[src/hdl/sdh_pkg.sv]
package sdh_pkg;

  // register port geometry
  localparam int REG_AW = 12;
  localparam int REG_DW = 8;

  // register offsets on the plain register port
  localparam logic [REG_AW-1:0] REG_MODULE_DISABLE0 = 12'hEE1;
  localparam logic [REG_AW-1:0] REG_SCANNER_CONTROL = 12'h010;
  localparam logic [REG_AW-1:0] REG_SCAN_LOW_ADDR   = 12'h011;
  localparam logic [REG_AW-1:0] REG_SCAN_HIGH_ADDR  = 12'h012;
  localparam logic [REG_AW-1:0] REG_SCAN_LOW_END    = 12'h013;
  localparam logic [REG_AW-1:0] REG_SCAN_HIGH_END   = 12'h014;
  localparam logic [REG_AW-1:0] REG_SCAN_LOW_DATA   = 12'h015;
  localparam logic [REG_AW-1:0] REG_SCAN_HIGH_DATA  = 12'h016;

  // module_disable_reg0 fields
  localparam int MD_CHECKER_OFF_BIT = 4;
  localparam int MD_SCANNER_OFF_BIT = 3;
  localparam logic [REG_DW-1:0] MD_RESET = 8'h00;

  // scanner_control fields
  localparam int CTRL_EN_BIT     = 7;
  localparam int CTRL_GO_BIT     = 6;
  localparam int CTRL_BUSY_BIT   = 5;
  localparam int CTRL_FROZEN_BIT = 4;
  localparam int CTRL_MODE_LSB   = 0;
  localparam int CTRL_MODE_W     = 2;
  localparam logic [REG_DW-1:0] CTRL_RESET = 8'h00;

  // width of a byte lane in the split address and data registers
  localparam int BYTE_W = 8;

  // scanner operating modes
  typedef enum logic [CTRL_MODE_W-1:0] {
    SDH_MODE_CONCURRENT = 2'h0,
    SDH_MODE_TRIGGERED  = 2'h1,
    SDH_MODE_PEEK       = 2'h2,
    SDH_MODE_BURST      = 2'h3
  } sdh_mode_t;

  // scan sequencer states, gray along idle-run-read-run
  typedef enum logic [1:0] {
    SDH_ST_IDLE   = 2'h0,
    SDH_ST_RUN    = 2'h1,
    SDH_ST_READ   = 2'h3,
    SDH_ST_FROZEN = 2'h2
  } sdh_state_t;

endpackage

[src/hdl/sdh_flash_rd.sv]
`timescale 1ns/1ps
module sdh_flash_rd
  import sdh_pkg::*;
#(
  parameter int FLASH_AW = 16,
  parameter int FLASH_DW = 16
) (
  // clock and reset
  input  wire logic                sys_clk,
  input  wire logic                resetn,
  // request from the sequencer
  input  wire logic                start,
  input  wire logic [FLASH_AW-1:0] addr,
  output logic                     busy,
  output logic                     done,
  output logic [FLASH_DW-1:0]      data,
  // program_flash read port
  output logic                     flash_rd_req,
  output logic [FLASH_AW-1:0]      flash_addr,
  input  wire logic                flash_rd_ack,
  input  wire logic [FLASH_DW-1:0] flash_rd_data
);

  // request held until the flash acknowledges it
  always_ff @(posedge sys_clk) begin
    if (!resetn) begin
      flash_rd_req <= 1'b0;
    end else if (start) begin
      flash_rd_req <= 1'b1;
    end else if (flash_rd_ack) begin
      flash_rd_req <= 1'b0;
    end
  end

  // address is latched so the caller may move on
  always_ff @(posedge sys_clk) begin
    if (!resetn) begin
      flash_addr <= '0;
    end else if (start) begin
      flash_addr <= addr;
    end
  end

  // completion pulse and captured word
  always_ff @(posedge sys_clk) begin
    if (!resetn) begin
      done <= 1'b0;
      data <= '0;
    end else begin
      done <= flash_rd_req & flash_rd_ack;
      if (flash_rd_req && flash_rd_ack) begin
        data <= flash_rd_data;
      end
    end
  end

  assign busy = flash_rd_req;

endmodule

[src/hdl/sdh_halt_ctrl.sv]
`timescale 1ns/1ps
module sdh_halt_ctrl
  import sdh_pkg::*;
#(
  parameter int FLASH_AW = 16,
  parameter int FLASH_DW = 16
) (
  // clock and reset
  input  wire logic                sys_clk,
  input  wire logic                resetn,
  // register port
  input  wire logic [REG_AW-1:0]   reg_addr,
  input  wire logic [REG_DW-1:0]   reg_wdata,
  input  wire logic                reg_wr,
  input  wire logic                reg_rd,
  output logic [REG_DW-1:0]        reg_rdata,
  // configuration fuse
  input  wire logic                scanner_fuse_allow,
  // debug_unit handshake
  input  wire logic                ext_halt,
  input  wire logic                pc_data_break,
  input  wire logic                software_breakpoint,
  input  wire logic                step_mode,
  input  wire logic                dbg_mode,
  output logic                     dbg_entry_ok,
  // core side
  input  wire logic                core_exec,
  output logic                     core_hold,
  // trigger source for triggered mode
  input  wire logic                scan_trigger,
  // program_flash read port
  output logic                     flash_rd_req,
  output logic [FLASH_AW-1:0]      flash_addr,
  input  wire logic                flash_rd_ack,
  input  wire logic [FLASH_DW-1:0] flash_rd_data,
  // checker feed and module state
  output logic                     chk_valid,
  output logic [FLASH_DW-1:0]      chk_data,
  output logic                     checker_module_off,
  output logic                     scanner_module_off
);

  // split byte registers cannot hold more than two lanes
  generate
    if (FLASH_AW <= BYTE_W || FLASH_AW > 2 * BYTE_W) begin : g_bad_aw
      $error("FLASH_AW must lie in 9..16");
    end
    if (FLASH_DW <= BYTE_W || FLASH_DW > 2 * BYTE_W) begin : g_bad_dw
      $error("FLASH_DW must lie in 9..16");
    end
  endgenerate

  localparam int AHI_W = FLASH_AW - BYTE_W;
  localparam int DHI_W = FLASH_DW - BYTE_W;

  // decode shared by the write and read paths
  function automatic logic reg_hit(input logic [REG_AW-1:0] a,
                                   input logic [REG_AW-1:0] off);
    reg_hit = (a == off);
  endfunction

  // registers
  logic [REG_DW-1:0]   md_reg;
  logic                en_reg;
  logic                go_reg;
  sdh_mode_t           mode_reg;
  logic [FLASH_AW-1:0] scan_addr_reg;
  logic [FLASH_AW-1:0] scan_end_reg;
  logic                pend_reg;
  sdh_state_t          state_reg;
  sdh_state_t          state_next;
  logic [REG_DW-1:0]   rdata_next;
  logic                chk_valid_reg;
  logic [FLASH_DW-1:0] chk_data_reg;

  // sequencer helpers
  logic                scan_avail;
  logic                run_ok;
  logic                ctrl_wr;
  logic                go_set;
  logic                go_clr;
  logic                want;
  logic                start;
  logic                last;
  logic                fl_busy;
  logic                fl_done;
  logic [FLASH_DW-1:0] fl_data;
  logic                step_block;

  // fuse gates the disable bit; with the fuse clear the scanner is gone
  assign scan_avail = scanner_fuse_allow
                    & ~md_reg[MD_SCANNER_OFF_BIT];
  assign run_ok     = scan_avail & en_reg;
  assign ctrl_wr    = reg_wr & reg_hit(reg_addr, REG_SCANNER_CONTROL);
  assign last       = (scan_addr_reg == scan_end_reg);

  // module disable register
  always_ff @(posedge sys_clk) begin
    if (!resetn) begin
      md_reg <= MD_RESET;
    end else if (reg_wr && reg_hit(reg_addr, REG_MODULE_DISABLE0)) begin
      md_reg <= reg_wdata;
    end
  end

  // each module has its own independent disable bit
  assign checker_module_off = md_reg[MD_CHECKER_OFF_BIT];
  assign scanner_module_off = ~scan_avail;

  // enable and mode bits
  always_ff @(posedge sys_clk) begin
    if (!resetn) begin
      en_reg   <= CTRL_RESET[CTRL_EN_BIT];
      mode_reg <= sdh_mode_t'(CTRL_RESET[CTRL_MODE_LSB +: CTRL_MODE_W]);
    end else if (ctrl_wr) begin
      en_reg   <= reg_wdata[CTRL_EN_BIT];
      mode_reg <= sdh_mode_t'(reg_wdata[CTRL_MODE_LSB +: CTRL_MODE_W]);
    end
  end

  // a trigger write only counts while the scanner is usable; the write
  // may come from the core or from the debug instruction after exit
  assign go_set = ctrl_wr & reg_wdata[CTRL_GO_BIT] & reg_wdata[CTRL_EN_BIT]
                & scan_avail;
  assign go_clr = (state_reg == SDH_ST_READ && fl_done && last)
                | ~run_ok
                | (ctrl_wr & ~reg_wdata[CTRL_GO_BIT]);

  // go bit: set wins over a clear landing in the same cycle
  always_ff @(posedge sys_clk) begin
    if (!resetn) begin
      go_reg <= CTRL_RESET[CTRL_GO_BIT];
    end else if (go_set) begin
      go_reg <= 1'b1;
    end else if (go_clr) begin
      go_reg <= 1'b0;
    end
  end

  // scan address and end address, software write beats the increment
  always_ff @(posedge sys_clk) begin
    if (!resetn) begin
      scan_addr_reg <= '0;
    end else if (reg_wr && reg_hit(reg_addr, REG_SCAN_LOW_ADDR)) begin
      scan_addr_reg[BYTE_W-1:0] <= reg_wdata;
    end else if (reg_wr && reg_hit(reg_addr, REG_SCAN_HIGH_ADDR)) begin
      scan_addr_reg[FLASH_AW-1:BYTE_W] <= reg_wdata[AHI_W-1:0];
    end else if (state_reg == SDH_ST_READ && fl_done && !last) begin
      // the address only moves on a finished read, so a suspended burst
      // picks up at the next word after debug exit
      scan_addr_reg <= scan_addr_reg + FLASH_AW'(1);
    end
  end

  always_ff @(posedge sys_clk) begin
    if (!resetn) begin
      scan_end_reg <= '0;
    end else if (reg_wr && reg_hit(reg_addr, REG_SCAN_LOW_END)) begin
      scan_end_reg[BYTE_W-1:0] <= reg_wdata;
    end else if (reg_wr && reg_hit(reg_addr, REG_SCAN_HIGH_END)) begin
      scan_end_reg[FLASH_AW-1:BYTE_W] <= reg_wdata[AHI_W-1:0];
    end
  end

  // pending scan cycle for triggered and peek modes; nothing is latched
  // while in debug mode or unusable, and a new request beats the consume
  always_ff @(posedge sys_clk) begin
    if (!resetn) begin
      pend_reg <= 1'b0;
    end else if (!run_ok || !go_reg) begin
      pend_reg <= 1'b0;
    end else if (!dbg_mode && mode_reg == SDH_MODE_TRIGGERED
                 && scan_trigger) begin
      pend_reg <= 1'b1;
    end else if (!dbg_mode && mode_reg == SDH_MODE_PEEK
                 && core_exec && !pc_data_break) begin
      // a breakpointed instruction is not executed, so it is not peeked
      pend_reg <= 1'b1;
    end else if (start) begin
      pend_reg <= 1'b0;
    end
  end

  // concurrent and burst always have a scan cycle ready
  always_comb begin
    unique case (mode_reg)
      SDH_MODE_CONCURRENT: want = 1'b1;
      SDH_MODE_BURST:      want = 1'b1;
      SDH_MODE_TRIGGERED:  want = pend_reg;
      SDH_MODE_PEEK:       want = pend_reg;
    endcase
  end

  // no new access when a halt is asking or the core is in debug; a halt
  // one cycle ahead of the scan pushes both past exit
  assign start = (state_reg == SDH_ST_RUN) & want & run_ok & go_reg
               & ~ext_halt
               & ~dbg_mode
               & ~fl_busy;

  // sequencer next state
  always_comb begin
    state_next = state_reg;
    unique case (state_reg)
      SDH_ST_IDLE: begin
        // a trigger written beside a halt still moves to RUN and waits there, or in FROZEN under debug
        if (go_reg && run_ok) begin
          state_next = SDH_ST_RUN;
        end
      end
      SDH_ST_RUN: begin
        if (!run_ok || !go_reg) begin
          state_next = SDH_ST_IDLE;
        end else if (dbg_mode) begin
          state_next = SDH_ST_FROZEN;
        end else if (start) begin
          state_next = SDH_ST_READ;
        end
      end
      SDH_ST_READ: begin
        // an access in flight is always finished before yielding
        if (fl_done) begin
          if (last || !run_ok) begin
            state_next = SDH_ST_IDLE;
          end else if (dbg_mode || ext_halt) begin
            state_next = SDH_ST_FROZEN;
          end else begin
            state_next = SDH_ST_RUN;
          end
        end
      end
      SDH_ST_FROZEN: begin
        if (!run_ok || !go_reg) begin
          state_next = SDH_ST_IDLE;
        end else if (!dbg_mode && !ext_halt) begin
          state_next = SDH_ST_RUN;
        end
      end
    endcase
  end

  always_ff @(posedge sys_clk) begin
    if (!resetn) begin
      state_reg <= SDH_ST_IDLE;
    end else begin
      state_reg <= state_next;
    end
  end

  // in single step a scan that is ready must reach flash first
  assign step_block = step_mode & (state_reg == SDH_ST_RUN) & want
                    & run_ok & go_reg;

  // entry waits for any scan cycle in flight, whether the halt came from
  // outside or from a software breakpoint stalled behind it; the stalled
  // instruction itself may or may not have completed by then
  assign dbg_entry_ok = (state_reg != SDH_ST_READ)
                      & ~step_block;

  // the core stalls for a stolen cycle, and for a burst except between reads under halt or debug
  always_comb begin
    core_hold = 1'b0;
    if (state_reg == SDH_ST_READ && mode_reg != SDH_MODE_PEEK) begin
      core_hold = 1'b1;
    end else if (mode_reg == SDH_MODE_BURST && state_reg == SDH_ST_RUN) begin
      core_hold = ~ext_halt & ~dbg_mode;
    end
  end

  // program_flash access engine
  sdh_flash_rd #(
    .FLASH_AW (FLASH_AW),
    .FLASH_DW (FLASH_DW)
  ) u_flash_rd (
    .sys_clk       (sys_clk),
    .resetn        (resetn),
    .start         (start),
    .addr          (scan_addr_reg),
    .busy          (fl_busy),
    .done          (fl_done),
    .data          (fl_data),
    .flash_rd_req  (flash_rd_req),
    .flash_addr    (flash_addr),
    .flash_rd_ack  (flash_rd_ack),
    .flash_rd_data (flash_rd_data)
  );

  // checker feed, silent while the checker is switched off
  always_ff @(posedge sys_clk) begin
    if (!resetn) begin
      chk_valid_reg <= 1'b0;
      chk_data_reg  <= '0;
    end else begin
      chk_valid_reg <= fl_done & ~md_reg[MD_CHECKER_OFF_BIT];
      if (fl_done) begin
        chk_data_reg <= fl_data;
      end
    end
  end

  assign chk_valid = chk_valid_reg;
  assign chk_data  = chk_data_reg;

  // read mux; nothing here depends on debug state so a halted core can
  // still inspect the scan
  always_comb begin
    rdata_next = '0;
    if (reg_hit(reg_addr, REG_MODULE_DISABLE0)) begin
      rdata_next = md_reg;
    end else if (reg_hit(reg_addr, REG_SCANNER_CONTROL)) begin
      rdata_next[CTRL_EN_BIT]     = en_reg;
      rdata_next[CTRL_GO_BIT]     = go_reg;
      rdata_next[CTRL_BUSY_BIT]   = (state_reg != SDH_ST_IDLE);
      rdata_next[CTRL_FROZEN_BIT] = (state_reg == SDH_ST_FROZEN);
      rdata_next[CTRL_MODE_LSB +: CTRL_MODE_W] = mode_reg;
    end else if (reg_hit(reg_addr, REG_SCAN_LOW_ADDR)) begin
      rdata_next = scan_addr_reg[BYTE_W-1:0];
    end else if (reg_hit(reg_addr, REG_SCAN_HIGH_ADDR)) begin
      rdata_next[AHI_W-1:0] = scan_addr_reg[FLASH_AW-1:BYTE_W];
    end else if (reg_hit(reg_addr, REG_SCAN_LOW_END)) begin
      rdata_next = scan_end_reg[BYTE_W-1:0];
    end else if (reg_hit(reg_addr, REG_SCAN_HIGH_END)) begin
      rdata_next[AHI_W-1:0] = scan_end_reg[FLASH_AW-1:BYTE_W];
    end else if (reg_hit(reg_addr, REG_SCAN_LOW_DATA)) begin
      rdata_next = chk_data_reg[BYTE_W-1:0];
    end else if (reg_hit(reg_addr, REG_SCAN_HIGH_DATA)) begin
      rdata_next[DHI_W-1:0] = chk_data_reg[FLASH_DW-1:BYTE_W];
    end
  end

  // read data valid only in the cycle after the strobe
  always_ff @(posedge sys_clk) begin
    if (!resetn) begin
      reg_rdata <= '0;
    end else if (reg_rd) begin
      reg_rdata <= rdata_next;
    end else begin
      reg_rdata <= '0;
    end
  end

endmodule

[config.mk]
export PLATFORM = sky130hd
export DESIGN_NAME = sdh_halt_ctrl
export DESIGN_NICKNAME = d
export VERILOG_FILES = /design/src/hdl/sdh_pkg.sv /design/src/hdl/sdh_flash_rd.sv /design/src/hdl/sdh_halt_ctrl.sv
export SDC_FILE = /design/constraint.sdc
export NUM_CORES = 1
export LEC_CHECK = 0
export ABC_AREA = 1
export BUFFER_PORTS_ARGS = -buffer_cell sky130_fd_sc_hd__buf_2
export CORE_MARGIN = 2
export CORE_UTILIZATION = 30
export CTS_CLUSTER_SIZE = 16
export DETAILED_ROUTE_END_ITERATION = 8
export GPL_TIMING_DRIVEN = 1
export SLEW_MARGIN = 0
export SYNTH_ARGS = -nofsm -noshare
export SYNTH_HDL_FRONTEND = slang
export SYNTH_HIERARCHICAL = 1
export SYNTH_SLANG_ARGS = --single-unit
[constraint.sdc]
create_clock -name sys_clk -period 3.15 [get_ports sys_clk]
set_input_delay 0.1575 -clock sys_clk [delete_from_list [all_inputs] [get_ports sys_clk]]
set_output_delay 0.1575 -clock sys_clk [all_outputs]
set_load 0.05 [all_outputs]
======== Yosys cells after proc, flatten, opt, wreduce, memory -nomap -nowiden ========
Index checks and enable logic that the tools add are counted.
operators by class
  add/sub/neg operators ................... 1
  eq/ne operators ......................... 22
  mux-type cells .......................... 34
  bitwise gates (word level) .............. 35
  reduce and logical (&&, ||, !) cells .... 43
operators by type and width
  cell                     count
  $eq A12 B5 Y1 const B    7
  $mux W8                  10
  $mux W2                  11
  $and A1 B1 Y1            21
  $logic_and A1 B1 Y1      18
  $add A16 B1 Y16 const B  1
  $eq A16 B16 Y1           1
  $mux W16                 1
  $eq A12 B12 Y1 const B   1
  $not A1 Y1               12
  $reduce_bool A2 Y1       5
  $mux W1                  9
  $eq A2 B2 Y1 const B     4
  $ne A2 B2 Y1 const B     4
  $pmux W2 S4              1
  $reduce_and A2 Y1        4
  $logic_not A1 Y1         6
  $reduce_or A2 Y1         3
  $eq A2 B1 Y1 const B     2
  $logic_not A2 Y1         2
  $mux W4                  1
  $ne A4 B4 Y1 const B     1
  $reduce_and A4 Y1        1
  $logic_or A1 B1 Y1       3
  5 further kinds          6
word-level totals
  bits in registers ....................... 106
  logic and storage cells ................. 152

======== Longest topological paths before layout ========
Gate-level depths: netlist of run 1.
  depth in word-level cells ............... 13
  depth in mapped cells ................... 15
  depth with buffers taken out ............ 13

======== Hierarchy ========
The synthesis of run 1 kept the hierarchy.
modules (own cells, without submodules)
  module         instances  cells each  area an instance (sq um)
  sdh_halt_ctrl  1          642         4195.3
  sdh_flash_rd   1          178         1268.7

======== Worst setup path before layout of run 1 ========
Ideal clock, no wire load.
  path kind ............................... register to output
  start ................................... register md_reg[3]
  end ..................................... output port dbg_entry_ok
  arrival time ............................ 2.003 ns
  slack ................................... 0.990 ns
  cell stages (with the launch flop) ...... 9
  path through ............................ dfxtp_1 > inv_1 > nand2_1 > nor2_1 > nand2_1 > inv_1 > nand2_1 > inv_1 > a31oi_1
between the ends
  longest elaborated chain between the ends .. 7
RTL lines
  element                      line                  source
  from (decl)                  sdh_halt_ctrl.sv:63   logic [REG_DW-1:0] md_reg;
  from (signal assigned)       sdh_halt_ctrl.sv:102  md_reg <= reg_wdata;
  $not A1 Y1                   sdh_halt_ctrl.sv:92   & ~md_reg[MD_SCANNER_OFF_BIT];
  $and A1 B1 Y1                sdh_halt_ctrl.sv:92
  $and A1 B1 Y1                sdh_halt_ctrl.sv:93   assign run_ok = scan_avail & en_reg;
  $and A1 B1 Y1 (2 in series)  sdh_halt_ctrl.sv:252  & run_ok & go_reg;
  $not A1 Y1                   sdh_halt_ctrl.sv:258  & ~step_block;
  $and A1 B1 Y1                sdh_halt_ctrl.sv:258
  to (decl)                    sdh_halt_ctrl.sv:25   output logic dbg_entry_ok,
Every way passes these cells.

======== Final worst setup path of run 1 ========
  start ................................... register scan_addr_reg[1]
  end ..................................... register scan_addr_reg[10]
between the ends
  longest elaborated chain between the ends .. 5
RTL lines
  element                                                  line                  source
  from (decl)                                              sdh_halt_ctrl.sv:67   logic [FLASH_AW-1:0] scan_addr_reg;
  from (signal, indexed assignment)                        sdh_halt_ctrl.sv:145  scan_addr_reg[BYTE_W-1:0] <= reg_wdata;
  from (signal, indexed assignment)                        sdh_halt_ctrl.sv:147  scan_addr_reg[FLASH_AW-1:BYTE_W] <= reg_wdata[AHI_W-1:0];
  from (signal assigned)                                   sdh_halt_ctrl.sv:151  scan_addr_reg <= scan_addr_reg + FLASH_AW'(1);
  branches (longest 5 deep; another with $add A16 B1 Y16)  --
Parallel ways; which one is timed is not known. The select of a mux whose other input is x is not followed.
A chain may end at the register's enable or synchronous reset.

==> impl_results.md, run 1 <==
* Max-cap viol count at 0
* Post-synthesis sequential area ratio at 38.8%
* Routed WL at 16500 um
* Core area at 17900 um^2
* Synth Area in Compound Gates at 15.5%
* Worst-skew pair later-pin latency at 0.36 ns
* Port bufs at 93
* Met2 WL at 7710 um
* Mapped Cells at 820
* Antenna diodes at 0
* Post-CTS setup repair buffer count at 0
* Fin Clk Skew at 0.00632 ns
* RSZ-0062 raised after global routing: false
* Syn Area/Cell at 6.66 um^2
* Hold Path Class: input pin to flop
* Leak pwr at 3.07 nW
* Final slew viol count at 0
* Row count at 49
* Slew of the pin with the lowest slew margin at 1.02 ns
* Fraction of layout cells with a size suffix above 1 at 16.6%
* Combinational Power Share at 7.0%
* Kind of critical path: flop to flop
* Pwr Density at 428 nW/um^2
* # DRC at 0
* First-pass GRT wire length at 26500 um
* Met1 Wirelength at 7340 um
* Largest net degree at the start of global routing at 54
* Largest family of logic cells by synthesized area: simple AND/OR/NAND/NOR gates
* Sequential Power Share at 49.7%
* Gr usage total at 17.1%
* Synth Register Bits at 106
* Clock transition at path regs at 0.08 ns
* Sw frac at 25.3%
* Post-synth top flop: dfxtp_1
* Post-CTS resize count at 0
* Cell area after synthesis at 5460 um^2
* Crit Path Max Fanout at 6
* FMAX at 496 MHz
* Setup crit end kind: flop
* Synthesized-area fraction occupied by adder cells at 0.916%
* FF-to-FF setup slack at 1.13 ns
* Initial antenna violation count at 0
* Vias in the first global route at 5012
* Mux contribution to synthesized area at 0%
* Final setup viols at 0
* Post-synthesis xor/xnor area fraction at 3.69%
* Die Footprint at 19300 um^2
* Root Buffer: clkbuf_16
* Worst EP required at 3.41 ns
* Post-DR vias/cell at 4.73
* DRT iter0 DRCs at 452
* Syn Nets at 873
* Total CTS buffers at 9
* Setup crit start kind: flop
* CTS tree: done
* Synth async-reset ratio at 0%
* Seq. cell area at 2120 um^2
* Slew margin rel. at 32.0%
* RR Startpoint: scan_addr_reg[1]
* Routed Antenna Nets at 0
* Crit Reg-Reg Endpoint: scan_addr_reg[10]
* Nets@finish at 951
* Deepest clock path buffer count at 2
* Final TNS setup at 0 ns
* DRT Pass-1 Iters at 5
* Total grt overflow at 0
* Outcome: completed
* Max layer used: met4
* Warning count from the yosys run at 6
* Crit path launch: scan_addr_reg[1]
* Via count at 5359
* Io pins at 95
* HPWL Detailed at 12300 um
* Final hold vios at 0
* Switch Pwr at 0.693 mW
* Multi-input gate area at 2840 um^2
* Routability congestion estimate at 0.930
* Library cells used by synthesis at 33
* H-tree level count at 3
* Fin crit period at 2.02 ns
* Met3 WL at 1020 um
* Die extent in x at 139 um
* Initial core utilization at 30.5%
* Hold_buf cts at 0
* Simple logic cell fraction of the synthesized area at 31.9%
* CTS Sinks at 106
* Per-cell routed wire length at 14.6 um
* Worst vdd ir at 0.266 mV
* Depth of the most critical reg-to-reg path at 9
* Worst Setup EP: scan_addr_reg[10]
* Die height at 139 um
* Final core occ at 35.7%
* Int Power at 2.04 mW
* Post-synth EDFFs at 0
* Area grow syn2layout at 17.0%
* Arr. time, crit path at 2.27 ns
* Filler cells at 1976
* Fin crit share at 64.0%
* Clk network pwr share at 43.3%
* Final Total Pwr at 2.73 mW
## critical path: stages, from the launching register on
cell and delay [ns]:
dfxtp_1 0.50, ha_1 0.26, nand3_1 0.11, nor2_1 0.21, nand4_1 0.16, nor2_1 0.26, xor2_1 0.16, o21ai_0 0.09
nor2_1 0.11, nor2_1 0.05
## area by class of cell
| type | count | share of cell area (%) |
|---|---|---|
| clock buffer | 9 | 3.52 |
| multi-input combinational | 595 | 44.4 |
| clock inverter | 7 | 1.33 |
| inverter | 88 | 5.17 |
| tap | 229 | 4.48 |
| sequential | 106 | 33.2 |
| timing repair buffer | 98 | 7.87 |
## metrics by stage
step / hold slack, ns / std cells / instance area, um^2 / worst slack [ns]
finish: 0.0167 / 1132 / 6390 / 1.13
detailed placement: 0.385 / 1116 / 6080 / 1.05
global placement: 0.383 / 1116 / 6080 / 1.06
global route: 0.0269 / 1132 / 6390 / 0.944
floorplan: 0.292 / 820 / 5460 / 0.990
CTS: 0.00892 / 1132 / 6390 / 1.16
## kinds of logic after synthesis
group	after synthesis
compound gates	166
fa+ha+maj	4
simple gates	402
xor+xnor	23
flops	106
buf+inv	119
## routing by layer
layer / vias up / track usage (%)
li1: 2789 / -
met1: 2377 / 21.8
met2: 162 / 28.4
met3: 31 / 4.01
met4: 0 / 6.11
met5: - / 0
## cells in the final DEF, fill, tap and decap left out, types with 2 or more instances in the layout
cell type / netlist / final
nor3_1: 10 / 10
a21oi_2: 2 / 2
nor2_2: 8 / 8
nand3b_1: 2 / 2
clkinv_4: 0 / 3
o22ai_1: 2 / 2
inv_6: 0 / 2
xnor2_1: 15 / 15
xor2_1: 8 / 8
nor2_1: 153 / 153
clkbuf_16: 0 / 9
a31oi_1: 2 / 2
nand4_1: 12 / 12
nand2_1: 153 / 153
nor2_4: 6 / 6
nand3_1: 43 / 43
o21ai_0: 88 / 88
a21oi_1: 59 / 59
dfxtp_1: 106 / 106
ha_1: 4 / 4
o21ai_1: 12 / 12
inv_1: 80 / 80
nand2_2: 5 / 5
or2_2: 2 / 2
buf_4: 4 / 5
inv_2: 7 / 7
buf_2: 12 / 93
nand3_2: 5 / 5
## synthesized netlist by cell type, drive strengths merged (4+ instances only)
| master | n | share of area (%) |
|---|---|---|
| ha | 4 | 0.92 |
| nand3 | 48 | 4.9 |
| xnor2 | 15 | 2.4 |
| nor3 | 10 | 0.92 |
| nor2 | 167 | 13 |
| a21oi | 61 | 5.7 |
| buf | 19 | 2.3 |
| xor2 | 8 | 1.3 |
| inv | 87 | 6.0 |
| nand2 | 158 | 11 |
| o21ai | 100 | 9.2 |
| nand4 | 13 | 1.6 |
| dfxtp | 106 | 39 |
| clkbuf | 12 | 0.89 |
## how the worst min path moves through the flow
stage	startpoint	end	slack (ns)	cells after the start
2_1_floorplan	flash_rd_data[0]	u_flash_rd/data[0]	0.29	2
3_3_place_gp	flash_rd_data[8]	u_flash_rd/data[8]	0.38	3
3_5_place_dp	flash_rd_data[1]	u_flash_rd/data[1]	0.39	3
4_1_cts	flash_rd_data[2]	u_flash_rd/data[2]	0.009	3
5_1_grt	flash_rd_data[12]	u_flash_rd/data[12]	0.03	3
6_report	flash_rd_data[2]	u_flash_rd/data[2]	0.02	3
## power groups by stage
stage / registers [mW] / clock network (mW) / logic (mW)
3_5_place_dp: 1.39 / 0 / 0.189
5_1_grt: 1.36 / 1.26 / 0.213
4_1_cts: 1.36 / 1.21 / 0.190
6_report: 1.36 / 1.18 / 0.191
3_3_place_gp: 1.39 / 0 / 0.187
2_1_floorplan: 1.39 / 0 / 0.109
Power figures use the tool's default switching activity.
==> run 2, diff against run 1 <==
==> constraint.sdc (replaced) <==
create_clock -name sys_clk -period 2.06 [get_ports sys_clk]
set_input_delay 0.103 -clock sys_clk [delete_from_list [all_inputs] [get_ports sys_clk]]
set_output_delay 0.103 -clock sys_clk [all_outputs]
set_load 0.05 [all_outputs]
==> run 2 against run 1 <==
  * Hold slack worse by 0.0016 ns
  * Global-route usage is 0.38 points higher
  * Cell count is 2.9% higher
  * Non-clock buffer count is 33 higher
  * Register-to-register slack worse by 0.95 ns
  * Sequential cell count stayed put
  * Critical path depth stayed put
==> impl_results.md, run 2 (synthesis results as in run 1) <==
* Outcome: completed (unchanged)
* Core area at 17900 um^2 (unchanged)
* Pwr Density at 621 nW/um^2 (was 428 nW/um^2)
* HPWL Detailed at 12700 um (was 12300 um)
* FMAX at 526 MHz
* Die height at 139 um (unchanged)
* Fin crit share at 92.2%
* Final core occ at 37.4% (was 35.7%)
* Largest net degree at the start of global routing at 66 (was 54)
* Fin crit period at 1.90 ns
* Fraction of layout cells with a size suffix above 1 at 18.1% (was 16.6%)
* Final hold vios at 0 (unchanged)
* Crit Path Max Fanout at 5 (was 6)
* Deepest clock path buffer count at 2 (unchanged)
* Initial antenna violation count at 0 (unchanged)
* Filler cells at 1984 (was 1976)
* # DRC at 0 (unchanged)
* Row count at 49 (unchanged)
* Clock transition at path regs at 0.08 ns (about the same)
* Area grow syn2layout at 22.6% (was 17.0%)
* Setup crit end kind: output pin (was flop)
* First-pass GRT wire length at 26900 um (was 26500 um)
* H-tree level count at 3 (unchanged)
* Vias in the first global route at 5264 (was 5012)
* Gr usage total at 17.5% (was 17.1%)
* Leak pwr at 3.23 nW (was 3.07 nW)
* Routability congestion estimate at 0.916 (was 0.930)
* Hold_ws at 0.0151 ns (was 0.0167 ns)
* Die Footprint at 19300 um^2 (unchanged)
* Worst vdd ir at 0.476 mV (was 0.266 mV)
* Setup crit start kind: flop (unchanged)
* Nets@finish at 984 (was 951)
* Initial core utilization at 30.5% (unchanged)
* CTS tree: done (unchanged)
* Arr. time, crit path at 1.80 ns (was 2.27 ns)
* Kind of critical path: flop to output pin (was flop to flop)
* Dpl ws at 0.256 ns (was 1.05 ns)
* Die extent in x at 139 um (unchanged)
* Worst-skew pair later-pin latency at 0.36 ns (about the same)
* Worst EP required at 1.96 ns (was 3.41 ns)
* Total grt overflow at 0 (unchanged)
* Final WS setup at 0.160 ns (was 1.13 ns)
* Root Buffer: clkbuf_16 (unchanged)
* FF-to-FF setup slack at 0.18 ns (was 1.13 ns)
* RSZ-0062 raised after global routing: false (unchanged)
* Final setup viols at 0 (unchanged)
* Fin Clk Skew at 0.00988 ns (was 0.00632 ns)
* Most common cell after layout, fill and taps aside: nor2_1
* Max-cap viol count at 0 (unchanged)
* Hold_sp: flash_rd_ack (was flash_rd_data[2])
* Highest-count cells in the layout ignoring fill and taps: nor2_1 (153), nand2_1 (152), dfxtp_1 (106) (was nand2_1 (153), nor2_1 (153), dfxtp_1 (106))
* RR Startpoint: scan_addr_reg[1] (unchanged)
* Routed Antenna Nets at 0 (unchanged)
* CTS Sinks at 106 (unchanged)
* DRT Pass-1 Iters at 6 (was 5)
* Via count at 5533 (was 5359)
* Final TNS setup at 0 ns (unchanged)
* Post-DR vias/cell at 4.75 (was 4.73)
* Hold Path Class: input pin to flop (unchanged)
* Io pins at 95 (unchanged)
* DRT iter0 DRCs at 398 (was 452)
* Routed WL at 16900 um (was 16500 um)
* Slew of the pin with the lowest slew margin at 0.521 ns (was 1.02 ns)
* Antenna diodes at 0 (unchanged)
* Total CTS buffers at 9 (unchanged)
* Per-cell routed wire length at 14.5 um (was 14.6 um)
* Crit path launch: md_reg[3] (was scan_addr_reg[1])
* Port bufs at 93 (unchanged)
* Slew margin rel. at 65.2% (was 32.0%)
* Final slew viol count at 0 (unchanged)
==> run 2: changes by cell type in the layout (fill, tap and decap cells not counted), sizes merged <==
cell / change
buf: +17
dlygate4sd3: +16
bufinv: -1
clkinv: +1
==> run 2: path summary, 6_finish.rpt <==
check                                          to  depth (start not counted)
worst min-delay path              u_flash_rd/busy                          4
worst max-delay path                 dbg_entry_ok                          9
worst max register to register  scan_addr_reg[10]                          9
worst min register to register             en_reg                          2
==> run 2: metrics by stage <==
step	power (mW)	std cells	instance area, um^2
3_5_place_dp	2.42	1133	6230
6_report	4.16	1165	6700
5_1_grt	4.32	1165	6700
4_1_cts	4.20	1165	6700
2_1_floorplan	2.29	820	5470
3_3_place_gp	2.42	1133	6230
==> run 2: where the power goes <==
group / switching (mW) / total, mW / internal (mW)
registers: 0.0148 / 2.08 / 2.06
logic: 0.206 / 0.320 / 0.113
clock network: 0.898 / 1.77 / 0.868
==> run 2: critical path: stages (launching register included) <==
cell     delay (ns)
dfxtp_1        0.33
inv_1          0.08
nand2_1        0.10
nor2_1         0.20
nand2_2        0.12
inv_1          0.10
nand2_1        0.11
inv_1          0.10
a31oi_2        0.07
buf_2          0.21
==> run 2: layout make-up <==
cell class / count / area [um^2] / area share [%]
Clock buffer: 9 / 225 / 3.36
Clock inverter: 7 / 83.8 / 1.25
Inverter: 88 / 330 / 4.93
Multi-Input combinational cell: 595 / 2850 / 42.5
Sequential cell: 106 / 2120 / 31.7
Tap cell: 229 / 287 / 4.28
Timing Repair Buffer: 131 / 803 / 12.0
==> run 2: what timing repair did <==
item | CTS | global route
gates resized for setup | 0 | 1
setup endpoints to repair | 0 | 1
endpoints found under the hold margin | 16 | 0
buffers inserted | 0 | 0
hold buffers | 16 | 0
==> run 2: routing by layer <==
| metal | global-route usage (%) | part of all wire, % |
|---|---|---|
| met2 | 29.8 | 48 |
| met3 | 3.66 | 5.4 |
| met1 | 22.4 | 45 |
| met4 | 4.94 | 1.9 |
| met5 | 0 | 0 |
